--- src/rpg_pkg.sv ---
package rpg_pkg;
  localparam logic [7:0] TERM_DISCH_OFFSET   = 8'had;
  localparam logic [7:0] RAIL_CTRL_OFFSET    = 8'hae;
  localparam logic [7:0] GOOD_A_OFFSET       = 8'hb0;
  localparam logic [7:0] GOOD_B_OFFSET       = 8'hb1;
  localparam int         TERM_DISCH_BIT      = 4;
  localparam int         DISCH_SEL_MSB       = 7;
  localparam int         DISCH_SEL_LSB       = 6;
  localparam int         OFF_CONFIG_BIT      = 5;
  localparam int         VCODE_MSB           = 4;
  localparam int         VCODE_LSB           = 1;
  localparam int         ENABLE_BIT          = 0;
  localparam logic [7:0] GOOD_RESET          = 8'h00;
  localparam logic [7:0] GOOD_B_MASK         = 8'h3f;
  localparam logic [7:0] TERM_DISCH_RESET    = 8'h5f;
  localparam logic [7:0] RAIL_CTRL_RESET     = 8'h54;
  localparam int         CLOCK_HZ            = 25000000;
  localparam int         OFF_MS_0            = 1;
  localparam int         OFF_MS_1            = 5;
  localparam int         OFF_MS_2            = 10;
  localparam int         OFF_MS_3            = 100;
  localparam int         MS_CYCLES           = CLOCK_HZ / 1000;
  typedef enum logic [1:0] {
    DISCH_NONE = 2'h0,
    DISCH_100  = 2'h1,
    DISCH_200  = 2'h2,
    DISCH_500  = 2'h3
  } rpg_disch_t;
  typedef enum logic [1:0] {
    RPG_RUN = 2'h1,
    RPG_OFF = 2'h2
  } rpg_state_t;
endpackage : rpg_pkg

--- src/rpg_sync_if.sv ---
interface rpg_sync_if #(parameter int W = 14);
  logic [W-1:0] raw;
  logic [W-1:0] synced;
  modport src (output raw, input synced);
  modport syn (input raw, output synced);
endinterface : rpg_sync_if

--- src/rpg_sync.sv ---
module rpg_sync #(
  parameter int W = 14
) (
  input wire logic clock,
  input wire logic reset_n,
  rpg_sync_if.syn  sio
);
  logic [W-1:0] meta_reg;
  logic [W-1:0] sync_reg;
  always_ff @(posedge clock) begin
    if (!reset_n) begin
      meta_reg <= '0;
      sync_reg <= '0;
    end else begin
      meta_reg <= sio.raw;
      sync_reg <= meta_reg;
    end
  end
  assign sio.synced = sync_reg;
endmodule : rpg_sync

--- src/rpg_regs.sv ---
module rpg_regs #(
  parameter int OFF_CYCLES_PER_MS = rpg_pkg::MS_CYCLES
) (
  input  wire logic       CLOCK,
  input  wire logic       RESET_N,
  input  wire logic [7:0] REG_ADDR,
  input  wire logic [7:0] REG_WDATA,
  input  wire logic       REG_WRITE,
  output logic      [7:0] REG_RDATA,
  input  wire logic [1:0] OTP_OFF_TIME_SEL,
  input  wire logic       OTP_LDO_IN_SEQUENCE,
  input  wire logic       OTP_SWITCHES_MERGED,
  input  wire logic       EMERGENCY_SHUTDOWN,
  input  wire logic [7:0] RAIL_GOOD_A,
  input  wire logic [5:0] RAIL_GOOD_B,
  output logic            TERM_DISCHARGE_ON,
  output logic      [1:0] GEN_LDO_DISCHARGE_SEL,
  output logic      [3:0] GEN_LDO_VOLTAGE_CODE,
  output logic            GEN_LDO_ON,
  output logic            LOAD_SWITCH_TWO_ON
);
  logic [7:0]  term_reg;
  logic [7:0]  rail_reg;
  logic [7:0]  good_a_reg;
  logic [7:0]  good_b_reg;
  logic        off_cfg;
  logic        rail_en;
  logic        esd_sync;
  logic        esd_prev_reg;
  logic        target_switch;
  logic [31:0] off_cnt_reg;
  logic [31:0] off_len;
  rpg_pkg::rpg_state_t state_reg;
  rpg_sync_if #(.W(15)) sio ();

  //////////////////////////////////////////////////////////////////////////
  // pin synchronisers
  assign sio.raw = {EMERGENCY_SHUTDOWN, RAIL_GOOD_B, RAIL_GOOD_A};
  rpg_sync #(.W(15)) u_sync (
    .clock   (CLOCK),
    .reset_n (RESET_N),
    .sio     (sio)
  );
  assign esd_sync = sio.synced[14];

  //////////////////////////////////////////////////////////////////////////
  // writable registers; reserved bits stored as the host wrote them
  always_ff @(posedge CLOCK) begin
    if (!RESET_N) begin
      term_reg <= rpg_pkg::TERM_DISCH_RESET;
    end else if (REG_WRITE && REG_ADDR == rpg_pkg::TERM_DISCH_OFFSET) begin
      term_reg <= REG_WDATA;
    end
  end

  always_ff @(posedge CLOCK) begin
    if (!RESET_N) begin
      rail_reg <= rpg_pkg::RAIL_CTRL_RESET;
    end else if (REG_WRITE && REG_ADDR == rpg_pkg::RAIL_CTRL_OFFSET) begin
      rail_reg <= REG_WDATA;
    end
  end

  //////////////////////////////////////////////////////////////////////////
  // live power-good mirrors, never written by the host
  always_ff @(posedge CLOCK) begin
    if (!RESET_N) begin
      good_a_reg <= rpg_pkg::GOOD_RESET;
      good_b_reg <= rpg_pkg::GOOD_RESET;
    end else begin
      good_a_reg <= sio.synced[7:0];
      good_b_reg <= {2'h0, sio.synced[13:8]} & rpg_pkg::GOOD_B_MASK;
    end
  end

  //////////////////////////////////////////////////////////////////////////
  // read mux
  always_comb begin
    case (REG_ADDR)
      rpg_pkg::TERM_DISCH_OFFSET: REG_RDATA = term_reg;
      rpg_pkg::RAIL_CTRL_OFFSET:  REG_RDATA = rail_reg;
      rpg_pkg::GOOD_A_OFFSET:     REG_RDATA = good_a_reg;
      rpg_pkg::GOOD_B_OFFSET:     REG_RDATA = good_b_reg;
      default:                    REG_RDATA = 8'h00;
    endcase
  end

  //////////////////////////////////////////////////////////////////////////
  // emergency shutdown off window
  always_comb begin
    case (OTP_OFF_TIME_SEL)
      2'h0:    off_len = rpg_pkg::OFF_MS_0 * OFF_CYCLES_PER_MS;
      2'h1:    off_len = rpg_pkg::OFF_MS_1 * OFF_CYCLES_PER_MS;
      2'h2:    off_len = rpg_pkg::OFF_MS_2 * OFF_CYCLES_PER_MS;
      default: off_len = rpg_pkg::OFF_MS_3 * OFF_CYCLES_PER_MS;
    endcase
  end

  assign off_cfg = rail_reg[rpg_pkg::OFF_CONFIG_BIT];
  assign rail_en = rail_reg[rpg_pkg::ENABLE_BIT];

  always_ff @(posedge CLOCK) begin
    if (!RESET_N) begin
      esd_prev_reg <= 1'b0;
    end else begin
      esd_prev_reg <= esd_sync;
    end
  end

  always_ff @(posedge CLOCK) begin
    if (!RESET_N) begin
      state_reg   <= rpg_pkg::RPG_RUN;
      off_cnt_reg <= '0;
    end else begin
      case (state_reg)
        rpg_pkg::RPG_RUN: begin
          if (esd_sync && !esd_prev_reg && !off_cfg) begin
            state_reg   <= rpg_pkg::RPG_OFF;
            off_cnt_reg <= off_len;
          end
        end
        rpg_pkg::RPG_OFF: begin
          if (off_cfg || off_cnt_reg <= 32'h1) begin
            state_reg   <= rpg_pkg::RPG_RUN;
            off_cnt_reg <= '0;
          end else begin
            off_cnt_reg <= off_cnt_reg - 32'h1;
          end
        end
        default: begin
          state_reg   <= rpg_pkg::RPG_RUN;
          off_cnt_reg <= '0;
        end
      endcase
    end
  end

  //////////////////////////////////////////////////////////////////////////
  // outputs
  assign target_switch = OTP_LDO_IN_SEQUENCE && !OTP_SWITCHES_MERGED;

  always_ff @(posedge CLOCK) begin
    if (!RESET_N) begin
      TERM_DISCHARGE_ON     <= 1'b0;
      GEN_LDO_DISCHARGE_SEL <= rpg_pkg::DISCH_NONE;
      GEN_LDO_VOLTAGE_CODE  <= 4'h0;
      GEN_LDO_ON            <= 1'b0;
      LOAD_SWITCH_TWO_ON    <= 1'b0;
    end else begin
      TERM_DISCHARGE_ON     <= term_reg[rpg_pkg::TERM_DISCH_BIT];
      GEN_LDO_DISCHARGE_SEL <= rail_reg[rpg_pkg::DISCH_SEL_MSB:rpg_pkg::DISCH_SEL_LSB];
      GEN_LDO_VOLTAGE_CODE  <= rail_reg[rpg_pkg::VCODE_MSB:rpg_pkg::VCODE_LSB];
      // config bit set overrides a running off window at once
      GEN_LDO_ON            <= !target_switch && rail_en
                               && (off_cfg || state_reg != rpg_pkg::RPG_OFF);
      LOAD_SWITCH_TWO_ON    <= target_switch && rail_en
                               && (off_cfg || state_reg != rpg_pkg::RPG_OFF);
    end
  end
endmodule : rpg_regs

--- config.mk ---
export PLATFORM = sky130hd
export DESIGN_NAME = rpg_regs
export DESIGN_NICKNAME = d
export VERILOG_FILES = /design/src/rpg_pkg.sv /design/src/rpg_sync_if.sv /design/src/rpg_sync.sv /design/src/rpg_regs.sv
export SDC_FILE = /design/constraint.sdc
export NUM_CORES = 1
export LEC_CHECK = 0
export ABC_AREA = 0
export BUFFER_PORTS_ARGS = -buffer_cell sky130_fd_sc_hd__buf_4
export CAP_MARGIN = 20
export CORE_UTILIZATION = 61
export CTS_CLUSTER_SIZE = 14
export DETAILED_ROUTE_END_ITERATION = 10
export GPL_TIMING_DRIVEN = 0
export HOLD_SLACK_MARGIN = 0.1
export PLACE_DENSITY = 0.83
export SLEW_MARGIN = 40
export SYNTH_ARGS = -nofsm -noshare
export SYNTH_HDL_FRONTEND = slang
export SYNTH_SLANG_ARGS = --single-unit
--- constraint.sdc ---
create_clock -name CLOCK -period 5.4 [get_ports CLOCK]
set_clock_uncertainty 0.1 [all_clocks]
set_input_delay 0.27 -clock CLOCK [delete_from_list [all_inputs] [get_ports CLOCK]]
set_output_delay 0.27 -clock CLOCK [all_outputs]
set_load 0.05 [all_outputs]
After elaboration in Yosys (flattened, before gate mapping)
Cells that the tools add are included.
{"block": "classes", "n_addsub": 1, "n_lt_le_gt_ge": 1, "n_eq_ne": 11, "muxes": 8, "reduce_logical": 17}
{"op": "$pmux W22 S3", "n": 1}
{"op": "$mux W32", "n": 2}
{"op": "$pmux W32 S2", "n": 1}
{"op": "$eq A8 B8 Y1 const B", "n": 4}
{"op": "$le A32 B1 Y1 const B", "n": 1}
{"op": "$pmux W8 S4", "n": 1}
{"op": "$sub A32 B1 Y32 const B", "n": 1}
{"op": "$logic_and A1 B1 Y1", "n": 9}
{"op": "$ne A2 B2 Y1 const B", "n": 3}
{"op": "$eq A2 B1 Y1 const B", "n": 2}
{"op": "$eq A2 B2 Y1 const B", "n": 2}
{"op": "$logic_not A1 Y1", "n": 4}
{"op": "$mux W2", "n": 2}
{"op": "$pmux W2 S2", "n": 1}
{"op": "$logic_not A2 Y1", "n": 1}
{"op": "$logic_or A1 B1 Y1", "n": 2}
{"op": "$reduce_and A2 Y1", "n": 1}
{"block": "totals", "register_bits": 106, "input_bits": 38, "out_inout_bits": 17}

Logic depth before layout (Yosys ltp)
Gate-level depths: netlist of run 1.
{"block": "logic_depth", "depth_word": 5, "depth_mapped": 8}

Hierarchy
Synthesis of run 1 repeated with hierarchy kept, for this count alone.
{"block": "hier_totals", "hier_cells": 476, "area_unflattened_um2": 4336.7}
{"module": "rpg_regs", "instances": 1, "cells_each": 413, "area_each_um2": 3524.6, "seq_area_each_um2": 1481.4}
{"module": "rpg_sync", "instances": 1, "cells_each": 63, "area_each_um2": 812.0, "seq_area_each_um2": 600.6}

Worst setup path after synthesis of run 1
OpenSTA, ideal clock, no wires.
{"block": "synth_timing", "kind": "input -> output", "start": "input port REG_ADDR[6]", "end": "output port REG_RDATA[7]", "t_arrival_ns": 2.083, "required_ns": 5.030, "setup_slack_ns": 2.947, "path_stages": 5, "path_buffers": 0, "cell_sequence": "nand3b_1 or4b_2 nor3_1 a222oi_1 inv_1"}
{"block": "synth_via", "elab_chain_len": 2, "elab_cells_between_ends": 5, "classes_between": "eq/ne (4); mux (1)"}
{"item": "start: declaration", "line": "rpg_regs.sv:6", "source": "input wire logic [7:0] REG_ADDR,"}
{"item": "$eq A8 B8 Y1", "line": "rpg_regs.sv:79", "source": "case (REG_ADDR)"}
{"item": "$pmux W8 S4 (*)", "line": "rpg_regs.sv:79"}
{"item": "end: declaration", "line": "rpg_regs.sv:9", "source": "output logic [7:0] REG_RDATA,"}
Mark *: on every way between the ends. The rest lies on a longest branch, timed or not.

Final worst setup path of run 1
{"block": "layout_timing", "start": "register off_cnt_reg[4]", "end": "register off_cnt_reg[24]"}
{"block": "layout_via", "elab_chain_len": 4, "elab_cells_between_ends": 5, "classes_between": "add/sub (1); order compare (1); mux (2); reduce/logical (1)"}
{"item": "start: declaration", "line": "rpg_regs.sv:31", "source": "logic [31:0] off_cnt_reg;"}
{"item": "start signal: assignment", "line": "rpg_regs.sv:119", "source": "off_cnt_reg <= off_len;"}
{"item": "start signal: assignment", "line": "rpg_regs.sv:127", "source": "off_cnt_reg <= off_cnt_reg - 32'h1;"}
{"item": "$le A32 B1 Y1", "line": "rpg_regs.sv:123", "source": "if (off_cfg || off_cnt_reg <= 32'h1) begin"}
{"item": "$logic_or A1 B1 Y1", "line": "rpg_regs.sv:123"}
{"item": "$mux W32 (*)", "line": "rpg_regs.sv:123"}
{"item": "$pmux W32 S2 (*)", "line": "rpg_regs.sv:115", "source": "case (state_reg)"}
Marks and branches as above.
A chain may end at the register's enable or synchronous reset.

==> results of run 1 <==
-- per-layer routing --
metal  wire length, um  up-vias
met5                 0        -
met4               232        0
met3               732       30
met2              5040      184
met1              4520     1782
li1                  -     1830
-- cells by family (layout without fill, tap and decap cells) --
kind of cell / Yosys count / after routing
AND/OR/NAND/NOR: 216 / 216
flip-flops: 104 / 104
AO/OA/AOI/OAI: 85 / 85
buffers and inverters: 35 / 130
XOR/XNOR: 16 / 16
adder cells (fa/ha/maj): 10 / 10
multiplexers: 1 / 1
-- worst max path at each step --
stage | start | end | depth (start not counted)
after floorplan | REG_ADDR[6] | REG_RDATA[7] | 5
after global placement | REG_ADDR[6] | REG_RDATA[7] | 7
after detailed placement | off_cnt_reg[4] | off_cnt_reg[24] | 7
after CTS | off_cnt_reg[4] | off_cnt_reg[24] | 7
after global routing | off_cnt_reg[4] | off_cnt_reg[25] | 7
final | off_cnt_reg[4] | off_cnt_reg[24] | 7
-- per-stage QoR --
stage / area, sq um / setup WS [ps]
after floorplan: 4310 / 2950
after detailed placement: 4840 / 2680
final: 5300 / 2620
after global routing: 5300 / 2470
after global placement: 4830 / 2560
after CTS: 5290 / 2660
-- final cells by class --
type	count	area, sq um	share of cell area (%)
Tap cell	96	120	2.27
Clock inverter	6	60.1	1.13
Sequential cell	104	2080	39.3
Clock buffer	10	128	2.41
Buffer	23	104	1.96
Inverter	12	45.0	0.850
Timing Repair Buffer	79	658	12.4
Multi-Input combinational cell	328	2100	39.7
-- worst max-delay path: stages, from the launching register on --
cell      delay, ps
dfxtp_1         370
or4_1           510
buf_2           170
nor4b_4         610
a311oi_1        220
o21ai_2         430
buf_6           210
nor2_1           60
-- report_power, final --
part | internal (mW) | switching, mW | total, mW
sequential | 0.861 | 0.0915 | 0.952
clock | 0.178 | 0.281 | 0.460
combinational | 0.405 | 0.666 | 1.07
total | 1.44 | 1.04 | 2.48
-- synthesized netlist by cell type, types with 9 or more instances --
cell type	instances
nor2_1	25
dfxtp_1	104
and2_1	54
nor3_1	9
a21oi_1	13
xor2_1	12
a22oi_1	12
o21ai_0	10
nand3_1	33
nand2_1	41
a21boi_0	12
inv_1	12
ha_1	10
nor4_1	9
clkbuf_1	18
-- timing repair --
item                      in CTS  in global routing
hold buffers                  26                  0
hold endpoints to repair      29                  0
setup buffers                  0                  0
==> flow_summary.ini, run 1 <==
[cts]
cts_tree = done
cts.sinks = 104
ctsResizeCount = 0
root_buffer = clkbuf_8
ctsLongestPathBuffers = 2
cts.clk_slew.worst_paths_ps = 110
clock_latency_ps = 360
numCtsBuffers = 9
h-tree-depth = 3

[route]
wl_per_cell_um = 16.0
drc = 0
antenna_left = 0
vias = 3826
drt-initial-drc-count = 343
drt-pass1-iter-count = 5
viasPerCell = 5.81
routed_wl_um = 10500

[critical_path]
r2r_setup_slack_ps = 2620
start_kind = flip-flop
timing.rr.start = off_cnt_reg[4]
cp.arrival_ps = 2950
r2r_cells = 7
cp_max_fo = 10
critical_path_required_ps = 5570
end_kind = flip-flop
rr_endpoint = off_cnt_reg[24]
path_class = flip-flop to flip-flop

[finish]
final_net_count = 605
final_cell_mix = dfxtp_1, and2_1, buf_4
largest_reg_flops = 32
nFillCells = 470
drive_gt1_share_pct = 15.5
fin_util_pct = 78.0
syn_to_final_growth_pct = 23.1
final_common_cell = dfxtp_1
instances_no_fill = 658
n_antenna_cell = 0

[min_path]
hp-class = input port to flip-flop
hold_end = off_cnt_reg[4]
hold_depth = 3
min_from = RESET_N

[synthesis]
syn_inst = 467
synth_fp_nets = 515
synth-seq-cells = 104
synth_top_cell_by_area = dfxtp_1
synth_top_cell_area_share_pct = 48.3
synthXorXnorAreaFrac_pct = 3.25
synthMuxAreaShare_pct = 0.232
synthFlopType = dfxtp_1
synth_top_family_by_area = simple AND/OR/NAND/NOR gates
synthAdderAreaFrac_pct = 2.90
synth.avg_cell_area_sq_um = 9.22
synth-simple-area-share_pct = 27.7
synth_area_leaders = dfxtp_1, and2_1, nand3_1
synth_compound_area_share_pct = 14.1
ys_async_sr_fraction_pct = 0
synth_edf_count = 0
yosys.cell_types.count = 55
synth_area_sq_mm = 0.00431
ys_warn_count = 0
seq_area_frac_synth_pct = 48.3

[global_routing]
grt_use_met3_pct = 6.16
grt_pass1_wl_um = 16900
track_usage_pct = 29.5
met2_usage_pct = 49.9
grt_busiest_layer = met2
antenna_found_initial = 0
grtUsageMet1_pct = 37.1
first_global_vias = 3596
overflow = 0
grt_max_degree = 20

[timing]
fmax_mhz = 360
setup_viol = 0
fin_tns_setup_ps = 0
relSlewSlack_pct = 49.4
whs_ps = 134
fin_crit_sh_pct = 51.5
rsz0062_at_grt = false
maxSlewViolCount = 0
hold_viol = 0
min_period_ps = 2780
tightest_slew_ps = 753

[run_status]
status = finished clean

[power]
power_mw = 2.48
pwr_density_cell_mw_per_mm2 = 468
p_leak_nw = 2.19
irDropWorstVdd_mv = 0.382

[floorplan]
fp-row-count = 30
initial_core_util_pct = 63.4
die_x_um = 86.0
die_h_um = 86.0
core-area_sq_mm = 0.00679
fp.dieArea_sq_mm = 0.00740
io_pins = 55

[run]
maxCapViolCount = 0

[placement]
routabilityCongestion = 0.896
placed_cells = 616
dpl.hpwl_um = 7100
port_buffers = 53
(Power assumes the default switching activity.)
==> inputs of run 2 (changes only) <==
Settings changed: CORE_UTILIZATION 61 to 52, PLACE_DENSITY 0.83 to 0.76.
Clock period 5.4 ns to 2.5 ns, I/O delays scaled along.
==> run 2 against run 1 <==
Flip-flop and latch count unchanged. Combinational power increased by 140%. Final cell count rose by 2.7%. Fmax grew 14%. Via count is essentially flat. Utilization decreased by 8.6 points. Non-clock buffer count is 12 higher. Die area up 17%. Critical path depth is 1 higher. Total power up 130%. Clock-buffer cell count down 1. Register-to-register slack got worse by 2600 ps. Critical endpoint is now off_cnt_reg[14]. Largest cell class unchanged. Highest routed layer unchanged.
==> flow_summary.ini, run 2 (synthesis results as in run 1) <==
[route]
vias = 3829
routed_wl_um = 10400
drc = 0
drt-pass1-iter-count = 5
viasPerCell = 5.66
wl_per_cell_um = 15.3
drt-initial-drc-count = 358
antenna_left = 0

[finish]
largest_reg_flops = 32
drive_gt1_share_pct = 17.8
instances_no_fill = 676
n_antenna_cell = 0
syn_to_final_growth_pct = 27.2
final_area_sq_mm = 0.00548
final_cell_mix = dfxtp_1, buf_4, and2_1
final_net_count = 617
final_common_cell = dfxtp_1

[timing]
tightest_slew_ps = 732
maxSlewViolCount = 0
fin_crit_sh_pct = 97.4
rsz0062_at_grt = true
hold_viol = 0
fin_tns_setup_ps = 0
whs_ps = 164
fmax_mhz = 411
setup_viol = 0
relSlewSlack_pct = 51.1
min_period_ps = 2430
finalWorstSetupSlack_ps = 66.1

[cts]
ctsLongestPathBuffers = 2
numCtsBuffers = 9
cts.sinks = 104
clock_latency_ps = 390
cts_tree = done
cts.clk_slew.worst_paths_ps = 120
root_buffer = clkbuf_8
h-tree-depth = 3

[global_routing]
grt_max_degree = 24
antenna_found_initial = 0
grt_pass1_wl_um = 16800
track_usage_pct = 24.7
overflow = 0
first_global_vias = 3617

[critical_path]
slowest_stage = or4_1
cp-endpoint = off_cnt_reg[14]
path_class = flip-flop to flip-flop
max_stage_delay_ps = 500
timing.rr.start = off_cnt_reg[5]
r2r_setup_slack_ps = 70
cp_max_fo = 7
rr_endpoint = off_cnt_reg[14]
r2r_cells = 8
critPathLaunch = off_cnt_reg[5]
start_kind = flip-flop
crit_chain = or4_1 -> buf_2 -> nor4b_4 -> buf_4 -> a31oi_4 -> buf_6 -> a31oi_1 -> o32ai_1
critical_path_required_ps = 2670
end_kind = flip-flop
cp.arrival_ps = 2600

[power]
combinationalPowerShare_pct = 44.8
sequentialPowerShare_pct = 36.0
internal-power_mw = 3.34
switching_share_pct = 41.7
p_switching_mw = 2.39
irDropWorstVdd_mv = 0.499
clkPwrFrac_pct = 19.2
p_leak_nw = 2.28
pwr_density_cell_mw_per_mm2 = 1040

[placement]
pre_cts_slack_ps = -205
placed_cells = 622
dpl.hpwl_um = 6840
postPlaceCellArea_sq_mm = 0.00484
port_buffers = 53
routabilityCongestion = 0.870

[min_path]
hold_depth = 4
hp-class = input port to flip-flop

[floorplan]
io_pins = 55
die_h_um = 93.0
core-area_sq_mm = 0.00789
fp.dieArea_sq_mm = 0.00865
fp-row-count = 32
initial_core_util_pct = 54.6
die_x_um = 93.0

[run_status]
status = finished clean

[run]
maxCapViolCount = 0
-- run 2: changes by cell type in the layout (fill, tap and decap cells not counted), moves of 2 or more --
cell | before | now
buf_4 | 53 | 61
clkinv_8 | 1 | 5
dlygate4sd3_1 | 26 | 29
clkinvlp_4 | 2 | 0
inv_6 | 2 | 0
-- run 2: critical path, delay by kind of cell (launching register included) --
kind                   cells  cell delay (ps)
and+or+nand+nor            2              780
DFF                        1              380
buffers and inverters      3              560
AOI/OAI and AO/OA          3              500
-- run 2: area by class of cell --
type	instances	area, sq um
plain buffers	23	108
clock buffers	9	124
clock inverters	7	104
fillers	602	2410
inverters	12	45.0
multi-input cells	328	2130
flip-flops and latches	104	2080
well taps	102	128
repair buffers	91	757
-- run 2: repair_timing --
action                     4_1_cts  5_1_grt
hold buffers                    29        0
setup buffers                    3        5
setup endpoints to repair       30       25
pin swaps                        1        3
resized for setup                1       13
hold endpoints to repair        39        0
cloned                           0        1
-- run 2: how the worst min path moves through the flow --
stage | from | end | slack, ps
2_1_floorplan | OTP_SWITCHES_MERGED | LOAD_SWITCH_TWO_ON | 100
3_3_place_gp | OTP_SWITCHES_MERGED | LOAD_SWITCH_TWO_ON | 200
3_5_place_dp | OTP_SWITCHES_MERGED | LOAD_SWITCH_TWO_ON | 210
4_1_cts | OTP_OFF_TIME_SEL[1] | off_cnt_reg[4] | 160
5_1_grt | OTP_OFF_TIME_SEL[1] | off_cnt_reg[4] | 170
6_report | OTP_OFF_TIME_SEL[1] | off_cnt_reg[4] | 160
-- run 2: metrics by stage --
stage          total power [mW]  util, %
2_1_floorplan              3.73        -
3_3_place_gp               4.21     61.3
3_5_place_dp               4.26     61.4
4_1_cts                    5.52     68.4
5_1_grt                    6.07     69.4
6_report                   5.72     69.4
-- run 2: routing by layer --
metal	vias to the layer above	global-route usage, %	wire, um
met5	-	0	0
met2	171	40.3	4980
li1	1852	-	-
met1	1784	32.0	4470
met4	0	11.3	223
met3	22	3.82	704
-- run 2: power by group through the flow --
stage / sequential [mW] / clock [mW] / combinational (mW)
2_1_floorplan: 2.05 / 0 / 1.68
3_3_place_gp: 2.08 / 0 / 2.14
3_5_place_dp: 2.09 / 0 / 2.18
4_1_cts: 2.05 / 1.12 / 2.35
5_1_grt: 2.09 / 1.19 / 2.79
6_report: 2.06 / 1.10 / 2.56
==> inputs of run 3 (changes only) <==
Settings changed: CORE_MARGIN from default to 4, SYNTH_HIERARCHICAL from default to 1.
==> run 3 against run 2 <==
Non-clock buffer count down 6. Final cell count grew 1.0%. Register-to-register slack about the same. Total power fell by 11%. Highest routed layer unchanged. Synthesized cell count grew 1.9%. Combinational power decreased by 22%. Critical path depth down 2. Global-route usage decreased by 3.1 points.
==> flow_summary.ini, run 3 <==
[cts]
root_buffer = clkbuf_8
cts_tree = done
numCtsBuffers = 9
cts.sinks = 104
ctsLongestPathBuffers = 2
clock_latency_ps = 380
cts.clk_slew.worst_paths_ps = 110
h-tree-depth = 3

[timing]
whs_ps = 130
fin_crit_sh_pct = 96.8
fmax_mhz = 413
hold_viol = 0
setup_viol = 0
maxSlewViolCount = 0
relSlewSlack_pct = 51.7
tightest_slew_ps = 723
min_period_ps = 2420
rsz0062_at_grt = true

[placement]
dpl.hpwl_um = 7230
placed_cells = 634
port_buffers = 53
postPlaceCellArea_sq_mm = 0.00488
routabilityCongestion = 0.913

[synthesis]
synth_edf_count = 0
synth_common_cells = dfxtp_1, and2_1, a21oi_1
synth.avg_cell_area_sq_um = 9.11
ys_async_sr_fraction_pct = 0
synth_most_common_cell = dfxtp_1
seq_area_frac_synth_pct = 48.0
ys_warn_count = 6
synth_top_cell_area_share_pct = 48.0
synth_fp_nets = 524
synth-seq-cells = 104
syn_inst = 476
synth_top_cell_by_area = dfxtp_1
yosys.cell_types.count = 57
synthFlopType = dfxtp_1
synth_area_sq_mm = 0.00434
synth_area_leaders = dfxtp_1, and2_1, a21oi_1

[route]
drc = 0
antenna_left = 0
viasPerCell = 5.67
drt-initial-drc-count = 349
vias = 3872
drt-pass1-iter-count = 5
wl_per_cell_um = 15.3
routed_wl_um = 10500

[critical_path]
path_buf_inv = 1
path_class = flip-flop to flip-flop
r2r_setup_slack_ps = 80
r2r_cells = 6
rr_endpoint = off_cnt_reg[27]
crit_chain = or4_4 -> nor4b_4 -> nand4_2 -> buf_6 -> or4_1 -> a21oi_1
start_kind = flip-flop
max_stage_delay_ps = 580
cp.arrival_ps = 2640
end_kind = flip-flop
timing.rr.start = off_cnt_reg[7]
critPathTopFamily = simple AND/OR/NAND/NOR gates
critical_path_required_ps = 2720
cp_max_fo = 10
slowest_stage = or4_4

[global_routing]
grt_pass1_wl_um = 17400
grt_max_degree = 23
first_global_vias = 3627
track_usage_pct = 21.6
overflow = 0
antenna_found_initial = 0

[finish]
final_cell_mix = dfxtp_1, buf_4, and2_1
drive_gt1_share_pct = 20.8
final_net_count = 621
final_common_cell = dfxtp_1
syn_to_final_growth_pct = 26.0
multiInputGateArea_sq_mm = 0.00215
final_area_sq_mm = 0.00547
fin_util_pct = 66.9
largest_reg_flops = 32
n_antenna_cell = 0
seq_area_sq_mm = 0.00208
instances_no_fill = 683
nFillCells = 654

[min_path]
hold_end = off_cnt_reg[4]
min_from = OTP_OFF_TIME_SEL[1]
hold_depth = 4
hp-class = input port to flip-flop

[floorplan]
io_pins = 55
fp-row-count = 33
die_x_um = 99.3
core-area_sq_mm = 0.00818
die_h_um = 99.3
fp.dieArea_sq_mm = 0.00986
initial_core_util_pct = 53.0

[run_status]
status = finished clean

[power]
irDropWorstVdd_mv = 0.471
power_mw = 5.08
p_leak_nw = 2.31
pwr_density_cell_mw_per_mm2 = 929

[run]
maxCapViolCount = 0
[run 3: cell count changes after synthesis, moves of 4 or more]
cell / before / now
o21ai_0: 10 / 16
and2_1: 54 / 49
and2_2: 0 / 7
a21oi_1: 13 / 35
a21boi_0: 12 / 2
nand4_1: 7 / 3
nand2_1: 41 / 31
nor2b_1: 5 / 0
a32oi_1: 4 / 0
xor2_1: 12 / 2
[run 3: logic make-up after synthesis]
logic type | share of synthesized area, %
and+or+nand+nor | 29.1
DFF | 48.0
AOI/OAI and AO/OA | 15.0
buffers and inverters | 3.40
adders and majority gates | 2.89
xor gates and xnor gates | 0.808
muxes | 0.779
[run 3: cell type report]
cell class / count / area share [%]
Sequential cell: 104 / 38.1
Timing Repair Buffer: 87 / 13.3
Tap cell: 105 / 2.40
Clock buffer: 9 / 2.27
Clock inverter: 7 / 1.72
Multi-Input combinational cell: 336 / 39.4
Buffer: 21 / 1.83
Inverter: 14 / 0.962
[run 3: tightest hold or removal path, cell delays in order]
cell and delay, ps:
buf_4 100, ha_1 190, a222oi_1 80, nor2_1 80
[run 3: metrics by stage]
stage | setup TNS (ps) | worst slack (ps)
floorplan | 0 | 226
global placement | -3440 | -234
detailed placement | -3320 | -279
CTS | 0 | 3.48
global route | -24.4 | -24.4
finish | 0 | 80.9
[run 3: timing repair]
item,CTS,global route
resized for setup,8,6
endpoints found under the hold margin,38,0
pin swaps,2,1
endpoints found under the setup margin,24,24
gates cloned,0,0
setup buffers,4,0
hold buffers,30,0
[run 3: how the worst max path moves through the flow]
stage                          from              end  slack, ps  cells past startpoint
floorplan            off_cnt_reg[6]  off_cnt_reg[27]        230                      6
global placement    off_cnt_reg[16]   off_cnt_reg[2]       -230                      6
detailed placement  off_cnt_reg[16]   off_cnt_reg[9]       -280                      6
CTS                    state_reg[0]  off_cnt_reg[17]          3                      7
global route           state_reg[0]  off_cnt_reg[17]        -20                      5
finish               off_cnt_reg[7]  off_cnt_reg[27]         80                      6
[run 3: metal layers]
layer,GRT usage (%),wire length [um]
met1,29.2,4670
met2,34.2,4880
met3,3.72,713
met4,8.82,204
met5,0,0
[run 3: power breakdown]
part	internal [mW]	total, mW	switching, mW	leakage (nW)
registers	1.83	2.00	0.172	0.850
logic	0.876	2.00	1.12	1.35
clock network	0.414	1.08	0.664	0.108
